## src/rtl/cmpctl_params.svh

```systemverilog
`ifndef CMPCTL_PARAMS_SVH
`define CMPCTL_PARAMS_SVH

// ----------------------------------------------------------------
// Register indices (byte address is four times the index)
// ----------------------------------------------------------------
`define CMPCTL_IDX_CTL_ONE     12'h059
`define CMPCTL_IDX_CTL_TWO     12'h05a
`define CMPCTL_IDX_PIN_BUF     12'h05b
`define CMPCTL_IDX_IRQ_STATUS  12'h05c
`define CMPCTL_IDX_IRQ_MASK    12'h05d

// ----------------------------------------------------------------
// Control register one field positions
// ----------------------------------------------------------------
`define CMPCTL_C1_EXCHANGE     7
`define CMPCTL_C1_REF_TERM     6
`define CMPCTL_C1_REF_LVL_HI   5
`define CMPCTL_C1_REF_LVL_LO   4
`define CMPCTL_C1_POWER_ON     3
`define CMPCTL_C1_EDGE_POL     2
`define CMPCTL_C1_IRQ_EN       1
`define CMPCTL_C1_EVENT_FLAG   0

// ----------------------------------------------------------------
// Control register two and status field positions
// ----------------------------------------------------------------
`define CMPCTL_C2_RESULT       0
`define CMPCTL_C2_FILTER       1
`define CMPCTL_C2_SWITCH_HI    3
`define CMPCTL_C2_SWITCH_LO    2
`define CMPCTL_ST_EVENT        0

// ----------------------------------------------------------------
// Reset values
// ----------------------------------------------------------------
`define CMPCTL_RST_CTL_ONE     8'h00
`define CMPCTL_RST_CTL_TWO     8'h00
`define CMPCTL_RST_PIN_BUF     8'h00
`define CMPCTL_RST_IRQ_MASK    1'b0

`endif

```

## src/rtl/cmpctl_pkg.sv

```systemverilog
package cmpctl_pkg;

  // Reference generator level, in register encoding order
  typedef enum logic [1:0] {
    CMPCTL_REF_OFF,
    CMPCTL_REF_QUARTER,
    CMPCTL_REF_HALF,
    CMPCTL_REF_DIODE
  } cmpctl_ref_level_t;

  // Register selected by an APB address
  typedef enum logic [2:0] {
    CMPCTL_SEL_CTL_ONE,
    CMPCTL_SEL_CTL_TWO,
    CMPCTL_SEL_PIN_BUF,
    CMPCTL_SEL_IRQ_STATUS,
    CMPCTL_SEL_IRQ_MASK,
    CMPCTL_SEL_NONE
  } cmpctl_reg_sel_t;

  // Synchroniser state
  typedef struct packed {
    logic meta;
    logic stable;
  } cmpctl_sync_state_t;

  // Whole state of the control block
  typedef struct packed {
    logic [7:0]  ctl_one;
    logic        filter_sel;
    logic [1:0]  switch_sel;
    logic [7:0]  pin_buf;
    logic        irq_mask;
    logic        result;
    logic        result_prev;
    logic        irq;
    logic        ref_to_neg;
    logic [3:0]  ref_onehot;
    logic        timer_cap;
    logic [31:0] prdata;
    logic        pready;
    logic        pslverr;
  } cmpctl_state_t;

endpackage

```

## src/rtl/cmpctl_top.sv

```systemverilog
// The APB interface to the registers was left to the implementer.
`timescale 1ns/1ps
`include "cmpctl_params.svh"

module cmpctl_top #(
  parameter int ADDR_W = 12
) (
  input  wire logic              clk,
  input  wire logic              rst,
  // APB slave
  input  wire logic              psel,
  input  wire logic              penable,
  input  wire logic              pwrite,
  input  wire logic [ADDR_W-1:0] paddr,
  input  wire logic [31:0]       pwdata,
  output logic [31:0]            prdata,
  output logic                   pready,
  output logic                   pslverr,
  // Analog core results, asynchronous
  input  wire logic              raw_result,
  input  wire logic              filtered_result,
  // Processor side
  input  wire logic              global_irq_enable,
  input  wire logic              irq_serviced,
  output logic                   irq,
  // Controls toward the analog core and pins
  output logic                   comparator_power_on,
  output logic                   input_exchange,
  output logic                   output_filter_select,
  output logic                   reference_to_negative,
  output logic [1:0]             reference_level_select,
  output logic [3:0]             reference_level_onehot,
  output logic [1:0]             input_switch_select,
  output logic [7:0]             pin_buffer_disable,
  // Result toward software and the timer
  output logic                   comparison_result,
  output logic                   timer_capture_input
);
  import cmpctl_pkg::*;

  // ----------------------------------------------------------------
  // Helper functions
  // ----------------------------------------------------------------

  // Byte address of a register index
  function automatic logic [ADDR_W-1:0] byte_addr(input logic [11:0] idx);
    logic [13:0] full;
    full = {idx, 2'b00};
    return full[ADDR_W-1:0];
  endfunction

  // Address decode, if and else-if chain
  function automatic cmpctl_reg_sel_t decode(input logic [ADDR_W-1:0] a);
    cmpctl_reg_sel_t sel;
    if (a == byte_addr(`CMPCTL_IDX_CTL_ONE)) begin
      sel = CMPCTL_SEL_CTL_ONE;
    end else if (a == byte_addr(`CMPCTL_IDX_CTL_TWO)) begin
      sel = CMPCTL_SEL_CTL_TWO;
    end else if (a == byte_addr(`CMPCTL_IDX_PIN_BUF)) begin
      sel = CMPCTL_SEL_PIN_BUF;
    end else if (a == byte_addr(`CMPCTL_IDX_IRQ_STATUS)) begin
      sel = CMPCTL_SEL_IRQ_STATUS;
    end else if (a == byte_addr(`CMPCTL_IDX_IRQ_MASK)) begin
      sel = CMPCTL_SEL_IRQ_MASK;
    end else begin
      sel = CMPCTL_SEL_NONE;
    end
    return sel;
  endfunction

  // One-hot enable for the reference generator taps
  function automatic logic [3:0] ref_decode(input logic [1:0] lvl);
    logic [3:0] oh;
    oh = 4'h0;
    case (cmpctl_ref_level_t'(lvl))
      CMPCTL_REF_OFF:     oh = 4'h1;
      CMPCTL_REF_QUARTER: oh = 4'h2;
      CMPCTL_REF_HALF:    oh = 4'h4;
      CMPCTL_REF_DIODE:   oh = 4'h8;
      default:            oh = 4'h1;
    endcase
    return oh;
  endfunction

  // ----------------------------------------------------------------
  // Result path ahead of the synchroniser
  // ----------------------------------------------------------------

  logic          picked_result;
  logic          synced_result;
  cmpctl_state_t state;
  cmpctl_state_t next_state;

  // Mux before syncing, so only one async signal crosses
  assign picked_result = state.filter_sel ? filtered_result
                                          : raw_result;

  // Async comparator output brought into the clock domain
  cmpctl_sync u_sync (
    .clk      (clk),
    .rst      (rst),
    .async_in (picked_result),
    .sync_out (synced_result)
  );

  // ----------------------------------------------------------------
  // Next-state logic
  // ----------------------------------------------------------------

  always_comb begin
    cmpctl_reg_sel_t sel;
    logic            wr_en;
    logic            rd_setup;
    logic            on;
    logic            exch;
    logic            edge_pol;
    logic            rise;
    logic            fall;
    logic            event_set;
    logic            flag_clr;
    logic            flag_sw_set;
    logic [31:0]     rdata;

    sel         = decode(paddr);
    wr_en       = psel && penable && pready && pwrite;
    rd_setup    = psel && !penable;
    on          = 1'b0;
    exch        = 1'b0;
    edge_pol    = 1'b0;
    rise        = 1'b0;
    fall        = 1'b0;
    event_set   = 1'b0;
    flag_clr    = 1'b0;
    flag_sw_set = 1'b0;
    rdata       = 32'h0000_0000;
    next_state  = state;

    // Register writes take effect at the access edge only
    if (wr_en) begin
      case (sel)
        CMPCTL_SEL_CTL_ONE: begin
          next_state.ctl_one = pwdata[7:0];
          // Flag bit follows the written value
          flag_sw_set = pwdata[`CMPCTL_C1_EVENT_FLAG];
          flag_clr    = !pwdata[`CMPCTL_C1_EVENT_FLAG];
        end
        CMPCTL_SEL_CTL_TWO: begin
          next_state.filter_sel = pwdata[`CMPCTL_C2_FILTER];
          next_state.switch_sel =
            pwdata[`CMPCTL_C2_SWITCH_HI:`CMPCTL_C2_SWITCH_LO];
        end
        CMPCTL_SEL_PIN_BUF: begin
          next_state.pin_buf = pwdata[7:0];
        end
        CMPCTL_SEL_IRQ_STATUS: begin
          // Write one to clear
          flag_clr = pwdata[`CMPCTL_ST_EVENT];
        end
        CMPCTL_SEL_IRQ_MASK: begin
          next_state.irq_mask = pwdata[0];
        end
        default: begin
          next_state.ctl_one = state.ctl_one;
        end
      endcase
    end

    // Servicing the interrupt also clears the flag
    if (irq_serviced) begin
      flag_clr = 1'b1;
    end

    // Settings after this cycle's write
    on       = next_state.ctl_one[`CMPCTL_C1_POWER_ON];
    exch     = next_state.ctl_one[`CMPCTL_C1_EXCHANGE];
    edge_pol = next_state.ctl_one[`CMPCTL_C1_EDGE_POL];

    // Gated and polarity-corrected result
    if (!on) begin
      next_state.result = 1'b0;
    end else begin
      // Core reports plus above minus; undo the swap
      next_state.result = synced_result ^ exch;
    end
    next_state.result_prev = state.result;
    next_state.timer_cap   = next_state.result;

    // Edge detection on the registered result
    rise      = state.result && !state.result_prev;
    fall      = !state.result && state.result_prev;
    event_set = edge_pol ? fall : rise;

    // Set wins over any clear in the same cycle
    next_state.ctl_one[`CMPCTL_C1_EVENT_FLAG] =
      event_set || flag_sw_set ||
      (state.ctl_one[`CMPCTL_C1_EVENT_FLAG] && !flag_clr);

    // Interrupt level from the flag, the enable bit, the mask and the global enable
    next_state.irq = next_state.ctl_one[`CMPCTL_C1_EVENT_FLAG] &&
                     next_state.ctl_one[`CMPCTL_C1_IRQ_EN] &&
                     next_state.irq_mask &&
                     global_irq_enable;

    // Terminal for the reference flips with the exchange bit
    next_state.ref_to_neg =
      next_state.ctl_one[`CMPCTL_C1_REF_TERM] ^ exch;
    next_state.ref_onehot = ref_decode(
      next_state.ctl_one[`CMPCTL_C1_REF_LVL_HI:`CMPCTL_C1_REF_LVL_LO]);

    // Read data captured in the setup cycle
    case (sel)
      CMPCTL_SEL_CTL_ONE: begin
        rdata[7:0] = state.ctl_one;
      end
      CMPCTL_SEL_CTL_TWO: begin
        rdata[`CMPCTL_C2_RESULT] = state.result;
        rdata[`CMPCTL_C2_FILTER] = state.filter_sel;
        rdata[`CMPCTL_C2_SWITCH_HI:`CMPCTL_C2_SWITCH_LO] = state.switch_sel;
      end
      CMPCTL_SEL_PIN_BUF: begin
        rdata[7:0] = state.pin_buf;
      end
      CMPCTL_SEL_IRQ_STATUS: begin
        rdata[`CMPCTL_ST_EVENT] = state.ctl_one[`CMPCTL_C1_EVENT_FLAG];
      end
      CMPCTL_SEL_IRQ_MASK: begin
        rdata[0] = state.irq_mask;
      end
      default: begin
        rdata = 32'h0000_0000;
      end
    endcase

    // Registered answer costs one setup cycle, never more
    if (rd_setup) begin
      next_state.prdata  = pwrite ? 32'h0000_0000 : rdata;
      next_state.pslverr = (sel == CMPCTL_SEL_NONE);
      next_state.pready  = 1'b1;
    end else begin
      next_state.pready  = 1'b0;
      next_state.pslverr = 1'b0;
    end
  end

  // ----------------------------------------------------------------
  // State register
  // ----------------------------------------------------------------

  // Every control bit starts from its power-on value
  always_ff @(posedge clk) begin
    if (rst) begin
      state            <= '0;
      state.ctl_one    <= `CMPCTL_RST_CTL_ONE;
      state.filter_sel <= 1'(`CMPCTL_RST_CTL_TWO >> `CMPCTL_C2_FILTER);
      state.switch_sel <= 2'h0;
      state.pin_buf    <= `CMPCTL_RST_PIN_BUF;
      state.irq_mask   <= `CMPCTL_RST_IRQ_MASK;
      state.ref_onehot <= 4'h1;
    end else begin
      state <= next_state;
    end
  end

  // ----------------------------------------------------------------
  // Outputs, each a flip-flop of the state
  // ----------------------------------------------------------------

  assign prdata                 = state.prdata;
  assign pready                 = state.pready;
  assign pslverr                = state.pslverr;
  assign irq                    = state.irq;
  assign comparator_power_on    = state.ctl_one[`CMPCTL_C1_POWER_ON];
  assign input_exchange         = state.ctl_one[`CMPCTL_C1_EXCHANGE];
  assign output_filter_select   = state.filter_sel;
  assign reference_to_negative  = state.ref_to_neg;
  assign reference_level_select =
    state.ctl_one[`CMPCTL_C1_REF_LVL_HI:`CMPCTL_C1_REF_LVL_LO];
  assign reference_level_onehot = state.ref_onehot;
  assign input_switch_select    = state.switch_sel;
  assign pin_buffer_disable     = state.pin_buf;
  assign comparison_result      = state.result;
  assign timer_capture_input    = state.timer_cap;

endmodule // cmpctl_top

```

## src/rtl/cmpctl_sync.sv

```systemverilog
`timescale 1ns/1ps

// Two-stage synchroniser for the asynchronous comparator output
module cmpctl_sync (
  input  wire logic clk,
  input  wire logic rst,
  input  wire logic async_in,
  output logic      sync_out
);
  import cmpctl_pkg::*;

  cmpctl_sync_state_t state;
  cmpctl_sync_state_t next_state;

  // First stage feeds only the second stage
  always_comb begin
    next_state        = state;
    next_state.meta   = async_in;
    next_state.stable = state.meta;
  end

  // Both stages clear on reset
  always_ff @(posedge clk) begin
    if (rst) begin
      state <= '0;
    end else begin
      state <= next_state;
    end
  end

  assign sync_out = state.stable;

endmodule // cmpctl_sync

```

## config.mk

```make
export PLATFORM = sky130hd
export DESIGN_NAME = cmpctl_top
export DESIGN_NICKNAME = d
export VERILOG_FILES = /design/src/rtl/cmpctl_pkg.sv /design/src/rtl/cmpctl_top.sv /design/src/rtl/cmpctl_sync.sv
export VERILOG_INCLUDE_DIRS = /design/src /design/src/rtl
export SDC_FILE = /design/constraint.sdc
export NUM_CORES = 1
export LEC_CHECK = 0
export ABC_AREA = 1
export BUFFER_PORTS_ARGS = -buffer_cell sky130_fd_sc_hd__buf_4
export CAP_MARGIN = 20
export CORE_MARGIN = 3
export CORE_UTILIZATION = 40
export DETAILED_ROUTE_END_ITERATION = 10
export PLACE_DENSITY = 0.85
export SLEW_MARGIN = 20
export SYNTH_ARGS = -nofsm -noshare
export SYNTH_HDL_FRONTEND = slang
export SYNTH_HIERARCHICAL = 1
export SYNTH_SLANG_ARGS = --single-unit
```

## constraint.sdc

```tcl
create_clock -name clk -period 1.23 [get_ports clk]
set_input_delay 0.246 -clock clk [delete_from_list [all_inputs] [get_ports clk]]
set_output_delay 0.246 -clock clk [all_outputs]
set_load 0.02 [all_outputs]
```

==> results.md <==
Clock network:
- The number of buffers added to fix hold violations after cts is 0.
- The CTS root buffer is sky130_fd_sc_hd__clkbuf_8.
- The CTS tree is built.
- The deepest clock path buffer count is 2.
- The count of H-tree levels built during CTS is 2.
- The number of CTS-inserted buffers is 5.
- The tree built by TritonCTS fans out to 40 sinks.
- The clock insertion delay at the later pin of the skew report is approximately 0.29 ns.
- The clock slew seen by the registers of the worst setup and hold paths is ~0.070 ns.

Detailed routing:
- Dividing the detail-routed via count by the number of cells gives roughly 4.5.
- The number of DRC violations after detailed routing is 0.
- The detailed router placed 1910 vias in this run.
- The initial detailed-routing violation count is 111.
- The final layout contains routed wiring with a total length of between 4 and 5 mm.
- The first detailed-routing pass ran for 4 iterations.
- The detail-routed net length per standard cell is between 10 and 15 um.
- The count of antenna-violating nets left after detailed routing is 0.

Global routing:
- In the global route stage, overall resource usage came out at 0.162.
- The met3 usage in global routing is 0.0418.
- The via count of the first global-routing pass is 1726.
- The first-pass GRT wire length is 7.80 mm.
- The most congested layer reported by global routing is met2.
- The total overflow left after global routing is 0.
- Entering global routing, the biggest net connects 14 pins.
- The number of antenna violations at the first check in global routing came to 0.
- In the global route stage, met1 resource usage came out at 0.196.
- The met2 usage in global routing is 0.274.

Setup path:
- For this design, the slowest cell found on the critical path is sky130_fd_sc_hd__dfxtp_4.
- The worst setup path is launched from a register.
- The largest driver fanout on the critical path is 8.
- The startpoint-to-endpoint class of the critical path is register to register.
- Counting both buffers and inverters, the worst setup path holds a total of 1.
- The cell family with the largest share of critical-path delay is simple AND/OR/NAND/NOR gates.
- The critical path starts at pready.
- The delay of the slowest cell on the worst path is 0.36 ns.
- Traced cell by cell, the critical path runs through nand4_4 -> inv_4 -> nand3_4 -> nand2_2 -> nand2_1 -> nand2_1 -> nand4_1 -> and2_1.
- The startpoint of the worst-slack reg-to-reg timing path is pready.
- The kind of capture point of the worst setup path is a register.
- By instance count, the cell type seen most on the critical path is sky130_fd_sc_hd__nand2_1.
- The data required time of the worst path is 1.42 ns.
- The arrival time at the worst endpoint is around 1.5 ns.

Timing:
- Setup violations remaining at the end of the flow were counted as 10.
- The count of final hold-check violations is 0.
- Once routing completed, OpenROAD measured the worst setup slack at -0.105 ns.
- Of the available clock period, the critical path in the final layout requires 1.09.
- For the final database, setup skew stands at 0.00193 ns.
- Static timing analysis puts the maximum clock frequency at 749 MHz.
- Setup repair after global routing could not meet its margin everywhere.
- The minimum clock period is 1.33 ns.
- The final max-slew violation count is 0.

Die:
- The vertical die dimension is around 78 um.
- The total area inside the core boundary comes to 4850 sq um.
- The die outline area is 6060 sq um.
- The die width is 77.8 um.
- The initial utilization of the core area, before any placement, comes to 0.426.
- The boundary pin count is 110.
- In this run the core area contains 25 standard-cell rows.

Placed design:
- The final weighted congestion of routability-driven global placement is between 0.8 and 0.9.
- The HPWL after detailed placement is just under 4 mm.
- The post-place instance area is ~2500 sq um.
- The count of input and output buffers is 61.

Yosys:
- The fraction of synthesized cell area in xor and xnor cells is 0.
- The sequential cell area fraction in the yosys report is 0.388.
- The most used flip-flop cell after synthesis is sky130_fd_sc_hd__dfxtp_1.
- Summed over all instances, the cell type with the most area after synthesis is sky130_fd_sc_hd__dfxtp_1.
- The number of flip-flops and latches in the synthesized netlist is 40.
- Of the total synthesized cell area, the portion taken by full adders, half adders and majority gates is 0.
- Ranked by total cell area, the synthesized netlist is headed by sky130_fd_sc_hd__dfxtp_1, sky130_fd_sc_hd__buf_4, sky130_fd_sc_hd__nand2_1, sky130_fd_sc_hd__nor2_1, sky130_fd_sc_hd__inv_1.
- The synthesized design contains 0 enable-type register cells.
- The fraction of post-synthesis cell area in the top cell type by area is 0.388.
- The most frequently used cell type in the post-synthesis netlist is sky130_fd_sc_hd__nand2_1.
- The portion of synthesized area spent on multiplexers is 0.00546.
- In the synthesized netlist, the number of instances is 293.
- The number of distinct standard cells referenced by the synthesized netlist is 26.
- Counting instances in the post-synthesis netlist gives the leading cell types as sky130_fd_sc_hd__nand2_1, sky130_fd_sc_hd__buf_4, sky130_fd_sc_hd__nor2_1, sky130_fd_sc_hd__dfxtp_1, sky130_fd_sc_hd__inv_1.
- In the synthesized netlist the async set-or-reset flop fraction comes to 0.
- After synthesis, the largest family of logic cells by area is simple AND/OR/NAND/NOR gates.
- After synthesis, the mean cell area works out to 7.04 sq um.
- The area of the mapped netlist is between 2000 and 2500 sq um.
- The area fraction in compound gates after synthesis is 0.0891.
- Of the total synthesized cell area, the portion taken by AND, OR, NAND and NOR gates is 0.277.
- Yosys printed 6 warnings.

Pwr:
- The share of total power dissipated in sequential elements is 0.521.
- The power density relative to cell area is 938 nW/um^2.
- The analysis attributes to cell leakage a power of 1.32 nW.
- Cell internal power was estimated by the tool at ~1.9 mW.
- The net switching fraction of the power is 0.236.
- The fraction of power consumed by combinational cells is 0.095.
- Summed over all nets, the switching power comes to 590 uW.
- The part of the power in the clock network is 0.385.
- The worst vdd rail ir drop is 0.000536 V.
- Power comes to 2.50 mW.

Worst hold path:
- The worst hold path begins at global_irq_enable.
- In this run the worst hold path is classified as primary input to register.

Outcome:
- The final reports fail on setup timing.
- The run finished, with violations left.

Cells and area:
- The finished cells cover 2670 sq um.
- The filler cells instantiated in the layout total 442.
- The number of antenna diodes in the final layout is 0.
- The fraction of layout instances using a drive strength above 1 is 0.323.
- The signed area change from the synthesized netlist to the final layout is 29.2%.
- At the end of the flow, the number of nets in the layout was 411.

Job:
- The max-cap check violation count is 0.
-- path summary, 6_finish.rpt --
path              cells after the start  slack (ns)         endpoint
hold / removal                        3        0.19              irq
setup reg to reg                      8       -0.10        state[55]
hold reg to reg                       2        0.41  u_sync/sync_out
setup / recovery                      8       -0.10        state[55]
-- placed cells by master, fill, tap and decap left out, drive strengths merged --
master	Yosys	layout
buf	50	87
nand2	68	68
nor2	47	47
dfxtp	40	40
inv	28	28
conb	1	24
o21ai	19	19
a21oi	14	14
clkbuf	2	7
nor3	6	6
nand3	6	6
nand4	5	5
clkinv	2	2
mux2	1	1
or2	1	1
a21boi	1	1
clkinvlp	0	1
and2	1	1
o21a	1	1
-- cell type report --
| type | count | area [sq um] | share of cell area |
|---|---|---|---|
| Multi-Input combinational cell | 194 | 895 | 0.336 |
| Inverter | 30 | 126 | 0.0474 |
| Clock buffer | 7 | 97.6 | 0.0366 |
| Timing Repair Buffer | 87 | 653 | 0.245 |
| Clock inverter | 1 | 5.00 | 0.00188 |
| Tap cell | 67 | 83.8 | 0.0315 |
| Sequential cell | 40 | 805 | 0.302 |
-- timing repair --
item                                    in CTS  in global routing
pin swaps                                    3                  0
gates resized for setup                      5                  4
setup buffers                                3                  0
endpoints found under the setup margin      15                 31
gates cloned                                 0                  0
hold endpoints to repair                     0                  0
-- cell families after synthesis --
| family | Yosys count |
|---|---|
| other | 1 |
| DFF | 40 |
| AOI/OAI and AO/OA | 35 |
| muxes | 1 |
| and+or+nand+nor | 134 |
| buffers and inverters | 82 |
-- layer usage --
metal	routed length, um	vias up
li1	-	970
met1	2130	852
met2	2410	79
met3	332	9
met4	74	0
met5	0	-
-- stage by stage --
stage	hold WS (ns)	worst slack, ns	setup TNS [ns]	instances	util
2_1_floorplan	0.317	-0.0610	-0.185	316	-
3_3_place_gp	0.389	-0.346	-7.63	415	0.519
3_5_place_dp	0.395	-0.402	-8.90	415	0.519
4_1_cts	0.188	-0.0937	-0.388	426	0.547
5_1_grt	0.206	-0.192	-3.05	426	0.550
6_report	0.190	-0.105	-0.495	426	0.550
-- power groups by stage --
stage               sequential, mW  combinational [mW]  clock (mW)
floorplan                     1.33               0.171           0
global placement              1.33               0.229           0
detailed placement            1.33               0.231           0
CTS                           1.30               0.233       0.974
global route                  1.30               0.257        1.03
finish                        1.30               0.237       0.961
-- sequential cells by signal, summed over array words and instances, names as in the netlist, 2 cells and up --
register	flops
reference_level_onehot	4
reference_level_select	2
pin_buffer_disable	8
prdata	8
state	6
input_switch_select	2
-- worst register-to-register path, delay by kind of cell (launching register included) --
kind	cells	cell delay, ns
buffers and inverters	1	0.11
flip-flops	1	0.36
AND/OR/NAND/NOR	7	0.77
Power figures use the tool's default switching activity.
